**src/clock_prescale_defines.svh**
```systemverilog
// clock_prescale_defines.svh: register offsets, field positions, reset values and
// timing counts for the clock prescaler and sleep controller.
// assumes inclusion by bare name; definitions only, no logic.
`ifndef CLOCK_PRESCALE_DEFINES_SVH
`define CLOCK_PRESCALE_DEFINES_SVH

// bus geometry and register word indexes (byte address is four times the index)
`define REG_ADDR_W 8
`define CLK_DIV_CTRL_IDX 6'h00
`define MCU_CTRL_IDX 6'h01
`define MCU_STATUS_IDX 6'h02
`define EXT_MCU_CTRL_IDX 6'h03
`define POWER_STATUS_IDX 6'h04
`define RESP_OKAY 2'h0
`define RESP_SLVERR 2'h2

// field positions
`define UNLOCK_BIT 7
`define SLEEP_ARM_BIT 5
`define KIND_BIT1_POS 4
`define KIND_BIT2_POS 5
`define KIND_BIT0_POS 7

// reset values and the highest legal select code
`define SELECT_RESET_PLAIN 4'h0
`define SELECT_RESET_DIV8 4'h3
`define SELECT_MAX 4'h8
`define MCU_CTRL_RESET 8'h00
`define MCU_STATUS_RESET 8'h00
`define EXT_MCU_CTRL_RESET 8'h00

// timing counts in system clock cycles
`define UNLOCK_WINDOW_CYCLES 3'h4
`define WAKE_HALT_CYCLES 8'h04
`define STANDBY_START_CYCLES 8'h06
`define POWER_DOWN_START_CYCLES 8'h06

`endif

```
**src/clock_prescale_pkg.sv**
```systemverilog
// clock_prescale_pkg: types and small decoders for the prescaler and sleep controller.
// assumes nothing beyond a SystemVerilog compiler.
`default_nettype none

package clock_prescale_pkg;

  // gray along run -> sleep -> wake
  typedef enum logic [1:0] {
    ST_RUN = 2'h0,
    ST_SLEEP = 2'h1,
    ST_WAKE = 2'h3
  } sleep_state_t;

  typedef enum logic [2:0] {
    KIND_IDLE = 3'h0,
    KIND_POWER_DOWN = 3'h2,
    KIND_POWER_SAVE = 3'h3,
    KIND_STANDBY = 3'h6,
    KIND_EXT_STANDBY = 3'h7
  } sleep_kind_t;

  // terminal count of the divider: factor minus one
  function automatic logic [7:0] divide_mask(input logic [3:0] sel);
    logic [8:0] factor;
    factor = 9'h001 << sel;
    divide_mask = (sel > 4'h8) ? 8'hFF : 8'(factor - 9'h001);
  endfunction : divide_mask

  // reserved sleep kinds are never entered
  function automatic logic kind_legal(input logic [2:0] kind);
    kind_legal = (kind == 3'h0) || (kind == 3'h2) || (kind == 3'h3) ||
                 (kind == 3'h6) || (kind == 3'h7);
  endfunction : kind_legal

endpackage : clock_prescale_pkg

`default_nettype wire

```
**src/clock_divide_tick.sv**
```systemverilog
// clock_divide_tick: turns the divide-select code into a one-cycle enable pulse.
// assumes the select code is already legal (0..8) and on the same clock.
`default_nettype none

module clock_divide_tick (
  input wire logic sys_clk_i,
  input wire logic reset_i,
  input wire logic [3:0] divide_select_i,
  output logic tick_o
);

  logic [7:0] count_reg;
  logic [7:0] mask;
  logic tick_reg;

  assign mask = clock_prescale_pkg::divide_mask(divide_select_i);
  assign tick_o = tick_reg;

  // free counter; >= so a runtime drop to a smaller factor wraps at once
  always_ff @(posedge sys_clk_i) begin
    if (reset_i) begin
      count_reg <= 8'h00;
    end else if (count_reg >= mask) begin
      count_reg <= 8'h00;
    end else begin
      count_reg <= count_reg + 8'h01;
    end
  end

  // registered pulse, one per factor cycles
  always_ff @(posedge sys_clk_i) begin
    if (reset_i) begin
      tick_reg <= 1'b0;
    end else begin
      tick_reg <= (count_reg >= mask);
    end
  end
endmodule : clock_divide_tick

`default_nettype wire

```
**src/clock_prescale_sleep_ctrl.sv**
```systemverilog
// clock_prescale_sleep_ctrl: system clock prescaler with timed unlock, and sleep
// entry and wake sequencing, behind an AXI4-Lite register slave.
// assumes core strobes (sleep_instr_i, irq_pending_i, timer_async_i) on sys_clk_i;
// the fuse input is a pin and is synchronised here.
//
// Local design decisions: the AXI4-Lite interface to the registers and the register addresses.
`include "clock_prescale_defines.svh"
`default_nettype none

module clock_prescale_sleep_ctrl #(
  parameter logic [7:0] STARTUP_CYCLES = `POWER_DOWN_START_CYCLES
) (
  input wire logic sys_clk_i,
  input wire logic reset_i,
  input wire logic [7:0] s_axi_awaddr_i,
  input wire logic s_axi_awvalid_i,
  output logic s_axi_awready_o,
  input wire logic [31:0] s_axi_wdata_i,
  input wire logic [3:0] s_axi_wstrb_i,
  input wire logic s_axi_wvalid_i,
  output logic s_axi_wready_o,
  output logic [1:0] s_axi_bresp_o,
  output logic s_axi_bvalid_o,
  input wire logic s_axi_bready_i,
  input wire logic [7:0] s_axi_araddr_i,
  input wire logic s_axi_arvalid_i,
  output logic s_axi_arready_o,
  output logic [31:0] s_axi_rdata_o,
  output logic [1:0] s_axi_rresp_o,
  output logic s_axi_rvalid_o,
  input wire logic s_axi_rready_i,
  input wire logic divide_by_eight_fuse_i,
  input wire logic sleep_instr_i,
  input wire logic irq_pending_i,
  input wire logic timer_async_i,
  output logic cpu_clk_en_o,
  output logic io_clk_en_o,
  output logic asy_clk_en_o,
  output logic main_osc_en_o,
  output logic irq_block_o,
  output logic wake_irq_o,
  output logic sleeping_o
);

  // word index lies inside the map
  function automatic logic addr_mapped(input logic [5:0] idx);
    addr_mapped = (idx <= `POWER_STATUS_IDX);
  endfunction : addr_mapped

  logic fuse_meta_reg;
  logic fuse_sync_reg;
  logic aw_held_reg;
  logic w_held_reg;
  logic [7:0] awaddr_reg;
  logic [7:0] wdata_reg;
  logic wstrb_low_reg;
  logic bvalid_reg;
  logic [1:0] bresp_reg;
  logic rvalid_reg;
  logic [1:0] rresp_reg;
  logic [31:0] rdata_reg;
  logic do_write;
  logic [5:0] wr_idx;
  logic cdc_wr;
  logic [31:0] read_word;
  logic [3:0] select_reg;
  logic unlock_reg;
  logic [2:0] unlock_count_reg;
  logic [3:0] new_select;
  logic [7:0] mcu_ctrl_reg;
  logic [7:0] mcu_status_reg;
  logic [7:0] ext_ctrl_reg;
  logic [2:0] kind_sel;
  logic sleep_arm;
  clock_prescale_pkg::sleep_state_t state_reg;
  clock_prescale_pkg::sleep_kind_t sleep_kind_reg;
  logic [7:0] wake_count_reg;
  logic [7:0] wake_total;
  logic wake_irq_reg;
  logic div_tick;
  logic sleep_go;
  logic wake_go;
  logic asleep_deep;
  logic asy_active;

  // fuse is a pin: two stages, no reset so the value is settled when reset loads it
  always_ff @(posedge sys_clk_i) begin
    fuse_meta_reg <= divide_by_eight_fuse_i;
    fuse_sync_reg <= fuse_meta_reg;
  end

  // write channel: address and data latched independently, either order
  assign s_axi_awready_o = !aw_held_reg && !bvalid_reg;
  assign s_axi_wready_o = !w_held_reg && !bvalid_reg;
  assign do_write = aw_held_reg && w_held_reg && !bvalid_reg;
  assign wr_idx = awaddr_reg[7:2];
  assign cdc_wr = do_write && wstrb_low_reg && (wr_idx == `CLK_DIV_CTRL_IDX);
  assign new_select = wdata_reg[3:0];

  always_ff @(posedge sys_clk_i) begin
    if (reset_i) begin
      aw_held_reg <= 1'b0;
      awaddr_reg <= 8'h00;
    end else if (s_axi_awvalid_i && s_axi_awready_o) begin
      aw_held_reg <= 1'b1;
      awaddr_reg <= s_axi_awaddr_i;
    end else if (do_write) begin
      aw_held_reg <= 1'b0;
    end
  end

  // only byte lane 0 carries register data
  always_ff @(posedge sys_clk_i) begin
    if (reset_i) begin
      w_held_reg <= 1'b0;
      wdata_reg <= 8'h00;
      wstrb_low_reg <= 1'b0;
    end else if (s_axi_wvalid_i && s_axi_wready_o) begin
      w_held_reg <= 1'b1;
      wdata_reg <= s_axi_wdata_i[7:0];
      wstrb_low_reg <= s_axi_wstrb_i[0];
    end else if (do_write) begin
      w_held_reg <= 1'b0;
    end
  end

  // write response raised on the same edge the write lands
  always_ff @(posedge sys_clk_i) begin
    if (reset_i) begin
      bvalid_reg <= 1'b0;
      bresp_reg <= `RESP_OKAY;
    end else if (do_write) begin
      bvalid_reg <= 1'b1;
      bresp_reg <= addr_mapped(wr_idx) ? `RESP_OKAY : `RESP_SLVERR;
    end else if (s_axi_bready_i) begin
      bvalid_reg <= 1'b0;
    end
  end

  assign s_axi_bvalid_o = bvalid_reg;
  assign s_axi_bresp_o = bresp_reg;

  // read data word for the presented address
  always_comb begin
    read_word = 32'h0000_0000;
    case (s_axi_araddr_i[7:2])
      `CLK_DIV_CTRL_IDX: read_word = {24'h00_0000, unlock_reg, 3'h0, select_reg};
      `MCU_CTRL_IDX: read_word = {24'h00_0000, mcu_ctrl_reg};
      `MCU_STATUS_IDX: read_word = {24'h00_0000, mcu_status_reg};
      `EXT_MCU_CTRL_IDX: read_word = {24'h00_0000, ext_ctrl_reg};
      `POWER_STATUS_IDX: read_word = {27'h000_0000, sleep_kind_reg,
                                     state_reg == clock_prescale_pkg::ST_WAKE,
                                     state_reg != clock_prescale_pkg::ST_RUN};
      default: read_word = 32'h0000_0000;
    endcase
  end

  // read channel: one outstanding read, data held until taken
  assign s_axi_arready_o = !rvalid_reg;

  always_ff @(posedge sys_clk_i) begin
    if (reset_i) begin
      rvalid_reg <= 1'b0;
      rresp_reg <= `RESP_OKAY;
      rdata_reg <= 32'h0000_0000;
    end else if (s_axi_arvalid_i && s_axi_arready_o) begin
      rvalid_reg <= 1'b1;
      rdata_reg <= read_word;
      rresp_reg <= addr_mapped(s_axi_araddr_i[7:2]) ? `RESP_OKAY : `RESP_SLVERR;
    end else if (s_axi_rready_i) begin
      rvalid_reg <= 1'b0;
    end
  end

  assign s_axi_rvalid_o = rvalid_reg;
  assign s_axi_rresp_o = rresp_reg;
  assign s_axi_rdata_o = rdata_reg;

  // timed unlock then value write; a write while locked only may unlock
  always_ff @(posedge sys_clk_i) begin
    if (reset_i) begin
      select_reg <= fuse_sync_reg ? `SELECT_RESET_DIV8 : `SELECT_RESET_PLAIN;
      unlock_reg <= 1'b0;
      unlock_count_reg <= 3'h0;
    end else if (cdc_wr && unlock_reg) begin
      unlock_reg <= 1'b0;
      if (!wdata_reg[`UNLOCK_BIT] && new_select <= `SELECT_MAX) begin
        select_reg <= new_select;
      end
    end else if (cdc_wr) begin
      if (wdata_reg[`UNLOCK_BIT] && wdata_reg[6:0] == 7'h00) begin
        unlock_reg <= 1'b1;
        unlock_count_reg <= `UNLOCK_WINDOW_CYCLES;
      end
    end else if (unlock_reg) begin
      if (unlock_count_reg == 3'h1) begin
        unlock_reg <= 1'b0;
      end
      unlock_count_reg <= unlock_count_reg - 3'h1;
    end
  end

  // interrupts held off for the whole unlock window
  assign irq_block_o = unlock_reg;

  // plain storage registers; sleep logic never writes them
  always_ff @(posedge sys_clk_i) begin
    if (reset_i) begin
      mcu_ctrl_reg <= `MCU_CTRL_RESET;
      mcu_status_reg <= `MCU_STATUS_RESET;
      ext_ctrl_reg <= `EXT_MCU_CTRL_RESET;
    end else if (do_write && wstrb_low_reg) begin
      if (wr_idx == `MCU_CTRL_IDX) begin
        mcu_ctrl_reg <= wdata_reg;
      end
      if (wr_idx == `MCU_STATUS_IDX) begin
        mcu_status_reg <= wdata_reg;
      end
      if (wr_idx == `EXT_MCU_CTRL_IDX) begin
        ext_ctrl_reg <= wdata_reg;
      end
    end
  end

  // kind gathered from three registers
  assign kind_sel = {mcu_status_reg[`KIND_BIT2_POS], mcu_ctrl_reg[`KIND_BIT1_POS],
                     ext_ctrl_reg[`KIND_BIT0_POS]};
  assign sleep_arm = mcu_ctrl_reg[`SLEEP_ARM_BIT];
  assign sleep_go = sleep_instr_i && sleep_arm && clock_prescale_pkg::kind_legal(kind_sel);
  // a wake cannot slip in while the unlock window is open
  assign wake_go = irq_pending_i && !unlock_reg;

  // start-up time per kind plus the fixed halt
  always_comb begin
    wake_total = `WAKE_HALT_CYCLES;
    unique case (sleep_kind_reg)
      clock_prescale_pkg::KIND_IDLE: wake_total = `WAKE_HALT_CYCLES;
      clock_prescale_pkg::KIND_STANDBY,
      clock_prescale_pkg::KIND_EXT_STANDBY:
        wake_total = 8'(`STANDBY_START_CYCLES + `WAKE_HALT_CYCLES);
      clock_prescale_pkg::KIND_POWER_DOWN,
      clock_prescale_pkg::KIND_POWER_SAVE:
        wake_total = 8'(STARTUP_CYCLES + `WAKE_HALT_CYCLES);
      default: wake_total = `WAKE_HALT_CYCLES;
    endcase
  end

  // sleep sequencer; reset always lands in run, i.e. at the reset vector
  always_ff @(posedge sys_clk_i) begin
    if (reset_i) begin
      state_reg <= clock_prescale_pkg::ST_RUN;
      sleep_kind_reg <= clock_prescale_pkg::KIND_IDLE;
    end else begin
      unique case (state_reg)
        clock_prescale_pkg::ST_RUN: begin
          if (sleep_go) begin
            state_reg <= clock_prescale_pkg::ST_SLEEP;
            sleep_kind_reg <= clock_prescale_pkg::sleep_kind_t'(kind_sel);
          end
        end
        clock_prescale_pkg::ST_SLEEP: begin
          if (wake_go) begin
            state_reg <= clock_prescale_pkg::ST_WAKE;
          end
        end
        clock_prescale_pkg::ST_WAKE: begin
          if (wake_count_reg == 8'h01) begin
            state_reg <= clock_prescale_pkg::ST_RUN;
          end
        end
        default: state_reg <= clock_prescale_pkg::ST_RUN;
      endcase
    end
  end

  // halt counter loaded at the wake event
  always_ff @(posedge sys_clk_i) begin
    if (reset_i) begin
      wake_count_reg <= 8'h00;
    end else if (state_reg == clock_prescale_pkg::ST_SLEEP && wake_go) begin
      wake_count_reg <= wake_total;
    end else if (state_reg == clock_prescale_pkg::ST_WAKE) begin
      wake_count_reg <= wake_count_reg - 8'h01;
    end
  end

  // handler pulse in the first running cycle, before the next instruction
  always_ff @(posedge sys_clk_i) begin
    if (reset_i) begin
      wake_irq_reg <= 1'b0;
    end else begin
      wake_irq_reg <= (state_reg == clock_prescale_pkg::ST_WAKE) && (wake_count_reg == 8'h01);
    end
  end

  assign wake_irq_o = wake_irq_reg;
  assign sleeping_o = (state_reg != clock_prescale_pkg::ST_RUN);

  clock_divide_tick u_divide (
    .sys_clk_i(sys_clk_i),
    .reset_i(reset_i),
    .divide_select_i(select_reg),
    .tick_o(div_tick)
  );

  // clock gating per sleep kind; idle keeps io, deep kinds stop it
  assign asleep_deep = (state_reg == clock_prescale_pkg::ST_SLEEP) &&
                       (sleep_kind_reg != clock_prescale_pkg::KIND_IDLE);
  assign asy_active = !asleep_deep ||
                      (sleep_kind_reg == clock_prescale_pkg::KIND_POWER_SAVE) ||
                      (sleep_kind_reg == clock_prescale_pkg::KIND_EXT_STANDBY);
  assign cpu_clk_en_o = div_tick && (state_reg == clock_prescale_pkg::ST_RUN);
  assign io_clk_en_o = div_tick && !asleep_deep;
  // an asynchronously clocked timer keeps its own rate, so only a level enable
  assign asy_clk_en_o = asy_active && (timer_async_i || div_tick);
  assign main_osc_en_o = !asleep_deep ||
                         (sleep_kind_reg == clock_prescale_pkg::KIND_STANDBY) ||
                         (sleep_kind_reg == clock_prescale_pkg::KIND_EXT_STANDBY);
endmodule : clock_prescale_sleep_ctrl

`default_nettype wire

```
**config.mk**
```make
export PLATFORM = sky130hd
export DESIGN_NAME = clock_prescale_sleep_ctrl
export DESIGN_NICKNAME = d
export VERILOG_FILES = /design/src/clock_prescale_pkg.sv /design/src/clock_divide_tick.sv /design/src/clock_prescale_sleep_ctrl.sv
export VERILOG_INCLUDE_DIRS = /design/src
export SDC_FILE = /design/constraint.sdc
export NUM_CORES = 1
export LEC_CHECK = 0
export ABC_AREA = 1
export BUFFER_PORTS_ARGS = -buffer_cell sky130_fd_sc_hd__buf_2
export CAP_MARGIN = 10
export CORE_UTILIZATION = 35
export DETAILED_ROUTE_END_ITERATION = 6
export PLACE_DENSITY_LB_ADDON = 0.05
export SYNTH_ARGS = -nofsm -noshare
export SYNTH_HDL_FRONTEND = slang
export SYNTH_SLANG_ARGS = --single-unit
```
**constraint.sdc**
```tcl
create_clock -name sys_clk_i -period 2.5 [get_ports sys_clk_i]
set_input_delay 0.375 -clock sys_clk_i [delete_from_list [all_inputs] [get_ports sys_clk_i]]
set_output_delay 0.375 -clock sys_clk_i [all_outputs]
set_load 0.01 [all_outputs]
```
==> results of run 1 <==
## area by class of cell
cell class	count	area, um2
clock buffer	12	246.5
clock inverter	3	68.82
fill	1224	6729
inverter	63	236.5
multi-input combinational	396	2101
sequential	86	1762
tap	143	178.9
timing repair buffer	63	340.3
## layer usage
| metal | global-route usage [%] | wire (um) |
|---|---|---|
| met1 | 23.35 | 5173 |
| met2 | 26.38 | 4266 |
| met3 | 2.646 | 339 |
| met4 | 6.756 | 160 |
| met5 | 0 | 0 |
## metrics by stage
step,worst slack [ps],hold WS [ps],std cells
3_3_place_gp,211.5,312.3,749
5_1_grt,21.96,121.3,766
2_1_floorplan,298.9,309.6,585
3_5_place_dp,168.6,312.1,749
6_report,238.1,136.9,766
4_1_cts,151.3,120.7,764
## final timing paths
check                                       startpoint               endpoint  slack, ps  cells past startpoint
worst min register to register           fuse_meta_reg          fuse_sync_reg        330                      0
worst min-delay path            divide_by_eight_fuse_i          fuse_meta_reg        140                      1
worst max register to register           select_reg[1]  u_divide.count_reg[6]        240                     14
worst max-delay path                     select_reg[1]  u_divide.count_reg[6]        240                     14
## cell usage in the layout, fill, tap and decap left out, types with 7 or more instances in the layout
master and instances:
buf_4 10, dfxtp_1 82, buf_2 53, nand3_1 27, nand4_1 10, ha_1 15
o21ai_1 15, a21oi_1 73, nor2_1 62, o21ai_0 47, nor2_2 7, clkbuf_16 9
nand2_1 58, conb_1 26, xor2_1 7, inv_1 59, nor3_1 8
## report_power, final
group | switching [uW] | total (uW) | internal [uW]
Clock | 539 | 1440 | 900
Sequential | 41.1 | 1470 | 1430
Combinational | 218 | 332 | 114
## synth_stat cells (3+ instances only)
library cell / instances
a211oi_1: 3
a21oi_1: 73
a31oi_1: 3
buf_2: 3
buf_4: 28
clkbuf_1: 7
dfxtp_1: 82
edfxtp_1: 4
ha_1: 15
inv_1: 59
inv_2: 4
nand2_1: 58
nand2_2: 3
nand3_1: 27
nand4_1: 10
nor2_1: 64
nor2_2: 5
nor3_1: 8
nor3_4: 3
nor3b_1: 3
o21a_1: 3
o21ai_0: 47
o21ai_1: 15
o22ai_1: 4
xnor2_1: 3
xor2_1: 7
## repair_timing
action,4_1_cts,5_1_grt
setup endpoints to repair,0,8
gates resized for setup,0,2
buffers inserted,0,2
## kinds of logic (layout without fill, tap and decap cells)
group                      Yosys count  after routing  share of synthesized area, %
and+or+nand+nor                    192            192                         21.49
AOI/OAI and AO/OA                  153            153                         18.82
buffers and inverters              103            141                         11.94
DFF                                 86             86                         41.22
adders and majority gates           15             15                         4.391
xor gates and xnor gates            10             10                         2.049
other                                1             26                       0.08774
==> impl_metrics.json, run 1 <==
{
  "ios": 111,
  "worstHoldPathType": "in2reg",
  "cp-start-kind": "flip-flop",
  "utilization_pct": 42.30,
  "slew_headroom_pct": 63.25,
  "yosys.area.top_type": "dfxtp_1",
  "fin_tns_setup_ps": 0,
  "cts_hold_buf": 0,
  "crit_top_cell": "nand2_1",
  "drtIter0Drc": 139,
  "drv_slew": 0,
  "synthArstFlopShare_pct": 0,
  "yosysUniqueCellTypes": 41,
  "cp.arrival_ps": 2490,
  "p_per_area_nw_per_um2": 657.1,
  "clkSlewWorstSetupHoldPaths_ps": 60,
  "dieWidth_um": 112.5,
  "num_vias": 3659,
  "cts_buffers": 9,
  "critPathMaxFanout": 8,
  "drc": 0,
  "worstSetupEndpointType": "flip-flop",
  "slowest_stage": "edfxtp_1",
  "setup_viol": 0,
  "yosys_warnings": 0,
  "worst_path_largest_cell_delay_ps": 440,
  "avgRoutedWirePerCell_um": 12.98,
  "grt_pass1_vias": 3457,
  "finalClockSkew_ps": 8.519,
  "synth-edff-count": 4,
  "numClockSinks": 86,
  "clock-root-buffer": "clkbuf_16",
  "crit_buf_inv": 3,
  "drv_cap": 0,
  "tightest_slew_ps": 549.9,
  "leakage_uw": 0.002137,
  "clockBufferDepth": 2,
  "vias_per_cell": 4.777,
  "rsz0062_at_grt": "false",
  "area_delta_synth_final_pct": 15.43,
  "rows": 39,
  "globalplace.congestion": 0.7816,
  "crit_type": "reg2reg",
  "dp_hpwl_um": 7615,
  "finalHoldViolCount": 0,
  "yosysTopAreaCellShare_pct": 38.41,
  "overflow": 0,
  "cts_tree": "yes",
  "clk_latency_ps": 340,
  "ir_worst_vdd_mv": 0.3314,
  "final_area_um2": 4933,
  "syn_inst": 560,
  "drive_gt1_share_pct": 16.37,
  "start_util_pct": 36.65,
  "track_usage_pct": 16.90,
  "fin_nets": 697,
  "finalCritPeriodShare_pct": 90.48,
  "fmax_mhz": 442.1,
  "core_area_um2": 11660,
  "yosys-top-cells-area": "dfxtp_1, a21oi_1, nor2_1",
  "drt-pass1-iter-count": 4,
  "grt_max_degree": 31,
  "syn_avg_cell_area_um2": 7.632,
  "die-area_um2": 12660,
  "grt_pass1_wl_um": 16840,
  "detail-route-antenna-nets": 0,
  "path_delay_family": "simple AND/OR/NAND/NOR gates",
  "ys_seq_area_share_pct": 41.22,
  "synth-seq-cells": 86,
  "diodes": 0,
  "postPlaceCellArea_um2": 4598,
  "synthesis.area_um2": 4274,
  "die_h_um": 112.5,
  "synthFlopType": "dfxtp_1",
  "period_needed_ps": 2262,
  "cts_max_level": 3,
  "antenna_found_initial": 0,
  "outcome": "completed",
  "finalPower_uw": 3242,
  "required_ps": 2720,
  "io_buffers": 53,
  "drt-total-wl_um": 9939,
  "crit_chain": "inv_1 > nand3_1 > ha_1 > nand2_1 > nand2_1 > inv_1 > nor3_1 > ha_1 > nand2_1 > nor2_2 > nand4_1 > nand4_1 > buf_4 > nor2_1"
}
No activity file was read; power rests on OpenSTA's default activity.
==> inputs of run 2 (changes only) <==
Settings changed: CAP_MARGIN 10 to 20, CTS_BUF_LIST set to sky130_fd_sc_hd__clkbuf_8.
==> impl_metrics.json, run 2 (synthesized netlist as in run 1, its figures left out) <==
{
  "numClockSinks": 86,
  "r2r_setup_slack_ps": 220,
  "cts_buffers": 9,
  "finalHoldViolCount": 0,
  "leakage_uw": 0.002099,
  "diodes": 0,
  "track_usage_pct": 16.94,
  "cp-start-kind": "flip-flop",
  "cts_tree": "yes",
  "p_per_area_nw_per_um2": 596.2,
  "die_h_um": 112.5,
  "period_needed_ps": 2275,
  "num_vias": 3680,
  "grt_pass1_vias": 3449,
  "drt-total-wl_um": 9953,
  "die-area_um2": 12660,
  "start_util_pct": 36.65,
  "utilization_pct": 41.43,
  "dp.cells": 749,
  "worstSetupEndpointType": "flip-flop",
  "io_buffers": 53,
  "ios": 111,
  "rows": 39,
  "drive_gt1_share_pct": 16.37,
  "hold_path_depth": 1,
  "required_ps": 2750,
  "grt_pass1_wl_um": 16830,
  "detail-route-antenna-nets": 0,
  "rsz0062_at_grt": "false",
  "r2r_start": "select_reg[1]",
  "ir_worst_vdd_mv": 0.3060,
  "clockBufferDepth": 2,
  "drt-pass1-iter-count": 4,
  "drtIter0Drc": 165,
  "finalClockSkew_ps": 12.72,
  "crit_type": "reg2reg",
  "final_area_um2": 4832,
  "cts_max_level": 3,
  "outcome": "completed",
  "drv_cap": 0,
  "slowest_stage": "edfxtp_1",
  "clkSlewWorstSetupHoldPaths_ps": 80,
  "fin_nets": 697,
  "grt_max_degree": 31,
  "avgRoutedWirePerCell_um": 12.99,
  "worstHoldPathType": "in2reg",
  "vias_per_cell": 4.804,
  "n_fill_cell": 1235,
  "dp_hpwl_um": 7615,
  "globalplace.congestion": 0.7816,
  "crit_chain": "inv_1 > nand3_1 > ha_1 > nand2_1 > nand2_1 > inv_1 > nor3_1 > ha_1 > nand2_1 > nor2_2 > nand4_1 > nand4_1 > buf_4 > nor2_1",
  "finalCritPeriodShare_pct": 91.02,
  "overflow": 0,
  "antenna_found_initial": 0,
  "fmax_mhz": 439.5,
  "tightest_slew_ps": 550.3,
  "final_cell_mix": "dfxtp_1, a21oi_1, nor2_1",
  "crit_start": "select_reg[1]",
  "rr_endpoint": "u_divide.count_reg[6]",
  "finalNonFillerCells": 766,
  "cp.arrival_ps": 2520,
  "r2r_cells": 14,
  "finalPower_uw": 2881,
  "final_common_cell": "dfxtp_1",
  "crit_top_cell": "nand2_1",
  "clock-root-buffer": "clkbuf_8",
  "drc": 0,
  "hold_end": "fuse_meta_reg",
  "area_delta_synth_final_pct": 13.06,
  "setup_viol": 0,
  "critPathMaxFanout": 8,
  "crit_buf_inv": 3,
  "clk_latency_ps": 360,
  "core_area_um2": 11660,
  "worst_path_largest_cell_delay_ps": 450,
  "min-delay-start": "divide_by_eight_fuse_i",
  "drv_slew": 0,
  "fin_tns_setup_ps": 0,
  "dieWidth_um": 112.5,
  "postPlaceCellArea_um2": 4598,
  "path_delay_family": "simple AND/OR/NAND/NOR gates",
  "slew_headroom_pct": 63.22
}
-- run 2: changes by cell type in the layout (fill, tap and decap cells not counted), sizes merged --
cell	change
clkbuf	-2
inv	+2
-- run 2: worst max-delay path by stage --
stage | slack (ps) | cells past startpoint | endpoint
6_report | 220 | 14 | u_divide.count_reg[6]
3_3_place_gp | 210 | 14 | u_divide.count_reg[0]
3_5_place_dp | 170 | 14 | u_divide.count_reg[2]
5_1_grt | 20 | 14 | u_divide.count_reg[7]
4_1_cts | 140 | 14 | u_divide.count_reg[6]
2_1_floorplan | 300 | 12 | u_divide.count_reg[0]
-- run 2: what timing repair did --
action,in CTS,in global routing
setup endpoints to repair,0,8
hold buffers,0,0
resized for setup,0,2
buffers inserted,0,2
-- run 2: through the flow --
| step | worst slack [ps] | hold WS, ps |
|---|---|---|
| final | 224.5 | 109.3 |
| after detailed placement | 168.6 | 312.1 |
| after CTS | 143.4 | 87.24 |
| after floorplan | 298.9 | 309.6 |
| after global placement | 211.5 | 312.3 |
| after global routing | 15.01 | 84.23 |
-- run 2: layout make-up --
type	instances	area (um2)	area share (%)
multi-input combinational	396	2101	43.47
sequential	86	1762	36.46
timing repair buffer	63	340.3	7.043
inverter	63	236.5	4.894
tap	143	178.9	3.703
clock buffer	10	137.6	2.848
clock inverter	5	76.32	1.579
-- run 2: power breakdown --
group | leakage (uW) | internal [uW] | switching (uW)
Clock | 0.000115 | 580 | 500
Combinational | 0.00128 | 114 | 218
Sequential | 0.000707 | 1430 | 41.2
-- run 2: worst register-to-register path: cells and delay by family (launching register included) --
kind	cells	cell delay, ps
buffers and inverters	3	350
adders and majority gates	2	530
and+or+nand+nor	9	840
DFF	1	450
-- run 2: routing by layer --
layer,track usage [%],wire [um],vias to the layer above,part of all wire [%]
met3,2.970,337,14,3.4
li1,-,-,1940,-
met1,23.45,5182,1641,52
met5,0,0,-,0
met4,6.756,169,0,1.7
met2,26.17,4263,85,43
==> inputs of run 3 (changes only) <==
Settings changed: CELL_PAD_IN_SITES_DETAIL_PLACEMENT set to 1, CELL_PAD_IN_SITES_GLOBAL_PLACEMENT set to 2, CORE_UTILIZATION 35 to 31.
==> impl_metrics.json, run 3 (synthesized netlist as in run 1, its figures left out) <==
{
  "outcome": "completed",
  "period_needed_ps": 2260,
  "finalClockSkew_ps": 6.825,
  "diodes": 0,
  "drt-pass1-iter-count": 4,
  "r2r_start": "select_reg[0]",
  "final_area_um2": 4866,
  "cp-start-kind": "flip-flop",
  "setup_viol": 0,
  "fin_nets": 701,
  "core_area_um2": 13350,
  "rows": 42,
  "drive_gt1_share_pct": 17.04,
  "cts_max_level": 3,
  "dieWidth_um": 119.4,
  "grt_pass1_vias": 3757,
  "ios": 111,
  "p_per_area_nw_per_um2": 560.8,
  "leakage_uw": 0.002108,
  "area_delta_synth_final_pct": 13.85,
  "cts_hold_buf": 0,
  "drtIter0Drc": 158,
  "finalHoldViolCount": 0,
  "final_common_cell": "dfxtp_1",
  "fin_tns_setup_ps": 0,
  "drv_cap": 0,
  "grt_pass1_wl_um": 19000,
  "vias_per_cell": 4.646,
  "drc": 0,
  "crit_path_end": "u_divide.count_reg[4]",
  "clk_latency_ps": 370,
  "grt_max_degree": 32,
  "track_usage_pct": 17.20,
  "required_ps": 2770,
  "start_util_pct": 32.02,
  "cts_tree": "yes",
  "worstSetupEndpointType": "flip-flop",
  "finalCritPeriodShare_pct": 90.40,
  "avgRoutedWirePerCell_um": 14.14,
  "clockBufferDepth": 2,
  "worstHoldPathType": "in2reg",
  "ir_worst_vdd_mv": 0.1962,
  "postPlaceCellArea_um2": 4639,
  "rr_endpoint": "u_divide.count_reg[4]",
  "cp.arrival_ps": 2530,
  "slew_headroom_pct": 62.43,
  "overflow": 0,
  "crit_start": "select_reg[0]",
  "rsz0062_at_grt": "false",
  "detail-route-antenna-nets": 0,
  "fmax_mhz": 442.5,
  "drt-total-wl_um": 11370,
  "die-area_um2": 14260,
  "die_h_um": 119.4,
  "tightest_slew_ps": 561.7,
  "io_buffers": 53,
  "cts_buffers": 9,
  "final_cell_mix": "dfxtp_1, a21oi_1, inv_1",
  "numClockSinks": 86,
  "r2r_cells": 12,
  "clock-root-buffer": "clkbuf_8",
  "critPathMaxFanout": 8,
  "dp_hpwl_um": 8670,
  "place_ws_ps": 119.7,
  "globalplace.congestion": 0.7543,
  "antenna_found_initial": 0,
  "clkSlewWorstSetupHoldPaths_ps": 90,
  "r2r_setup_slack_ps": 240,
  "fin_ws_ps": 240.0,
  "num_vias": 3735,
  "drv_slew": 0,
  "crit_type": "reg2reg"
}
[run 3: cell types whose count changed in the layout (fill, tap and decap cells not counted), sizes merged]
| cell | previous run | this run |
|---|---|---|
| buf | 63 | 67 |
| clkbuf | 10 | 11 |
| bufinv | 2 | 0 |
| inv | 65 | 67 |
[run 3: how the worst min path moves through the flow]
stage / startpoint / to / depth (start not counted)
finish: divide_by_eight_fuse_i / fuse_meta_reg / 1
floorplan: fuse_meta_reg / fuse_sync_reg / 0
global placement: fuse_meta_reg / fuse_sync_reg / 0
detailed placement: fuse_meta_reg / fuse_sync_reg / 0
global route: divide_by_eight_fuse_i / fuse_meta_reg / 1
CTS: divide_by_eight_fuse_i / fuse_meta_reg / 1
[run 3: layer usage]
layer | global-route usage, % | vias to the layer above | part of all wire [%]
li1 | - | 1946 | -
met1 | 24.23 | 1709 | 52
met2 | 26.05 | 67 | 43
met3 | 2.538 | 13 | 3.0
met4 | 7.266 | 0 | 1.8
met5 | 0 | - | 0
[run 3: worst max-delay path, cell delays in order, from the launching register on]
cell and delay [ps]:
edfxtp_1 470, buf_4 170, nor4_1 360, nand2_1 100, inv_1 70, nor3_1 50
ha_1 290, nand2_1 80, nor2_2 150, nand4_1 120, nand4_1 110, buf_4 160
nor2_1 50
[run 3: cell type report]
type / instances / area, um2
clock inverter: 5 / 20.02
clock buffer: 11 / 151.4
fill: 1703 / 8482
timing repair buffer: 67 / 370.4
tap: 176 / 220.2
inverter: 63 / 236.5
multi-input combinational: 396 / 2106
sequential: 86 / 1762
[run 3: timing repair]
item,in CTS,in global routing
endpoints found under the hold margin,0,0
resized for setup,0,4
endpoints found under the setup margin,0,8
buffers inserted,0,6
[run 3: stage by stage]
step	power (uW)	hold WS (ps)	cells	util [%]
2_1_floorplan	1748	309.6	585	-
3_3_place_gp	1834	347.6	782	34.76
3_5_place_dp	1842	330.9	782	34.76
4_1_cts	2760	78.78	798	36.04
5_1_grt	2888	83.04	804	36.45
6_report	2729	101.4	804	36.45
[run 3: where the power goes]
group          internal (uW)  switching, uW
clock network            401            508
logic                    121            228
registers               1430           42.5
total                   1950            779
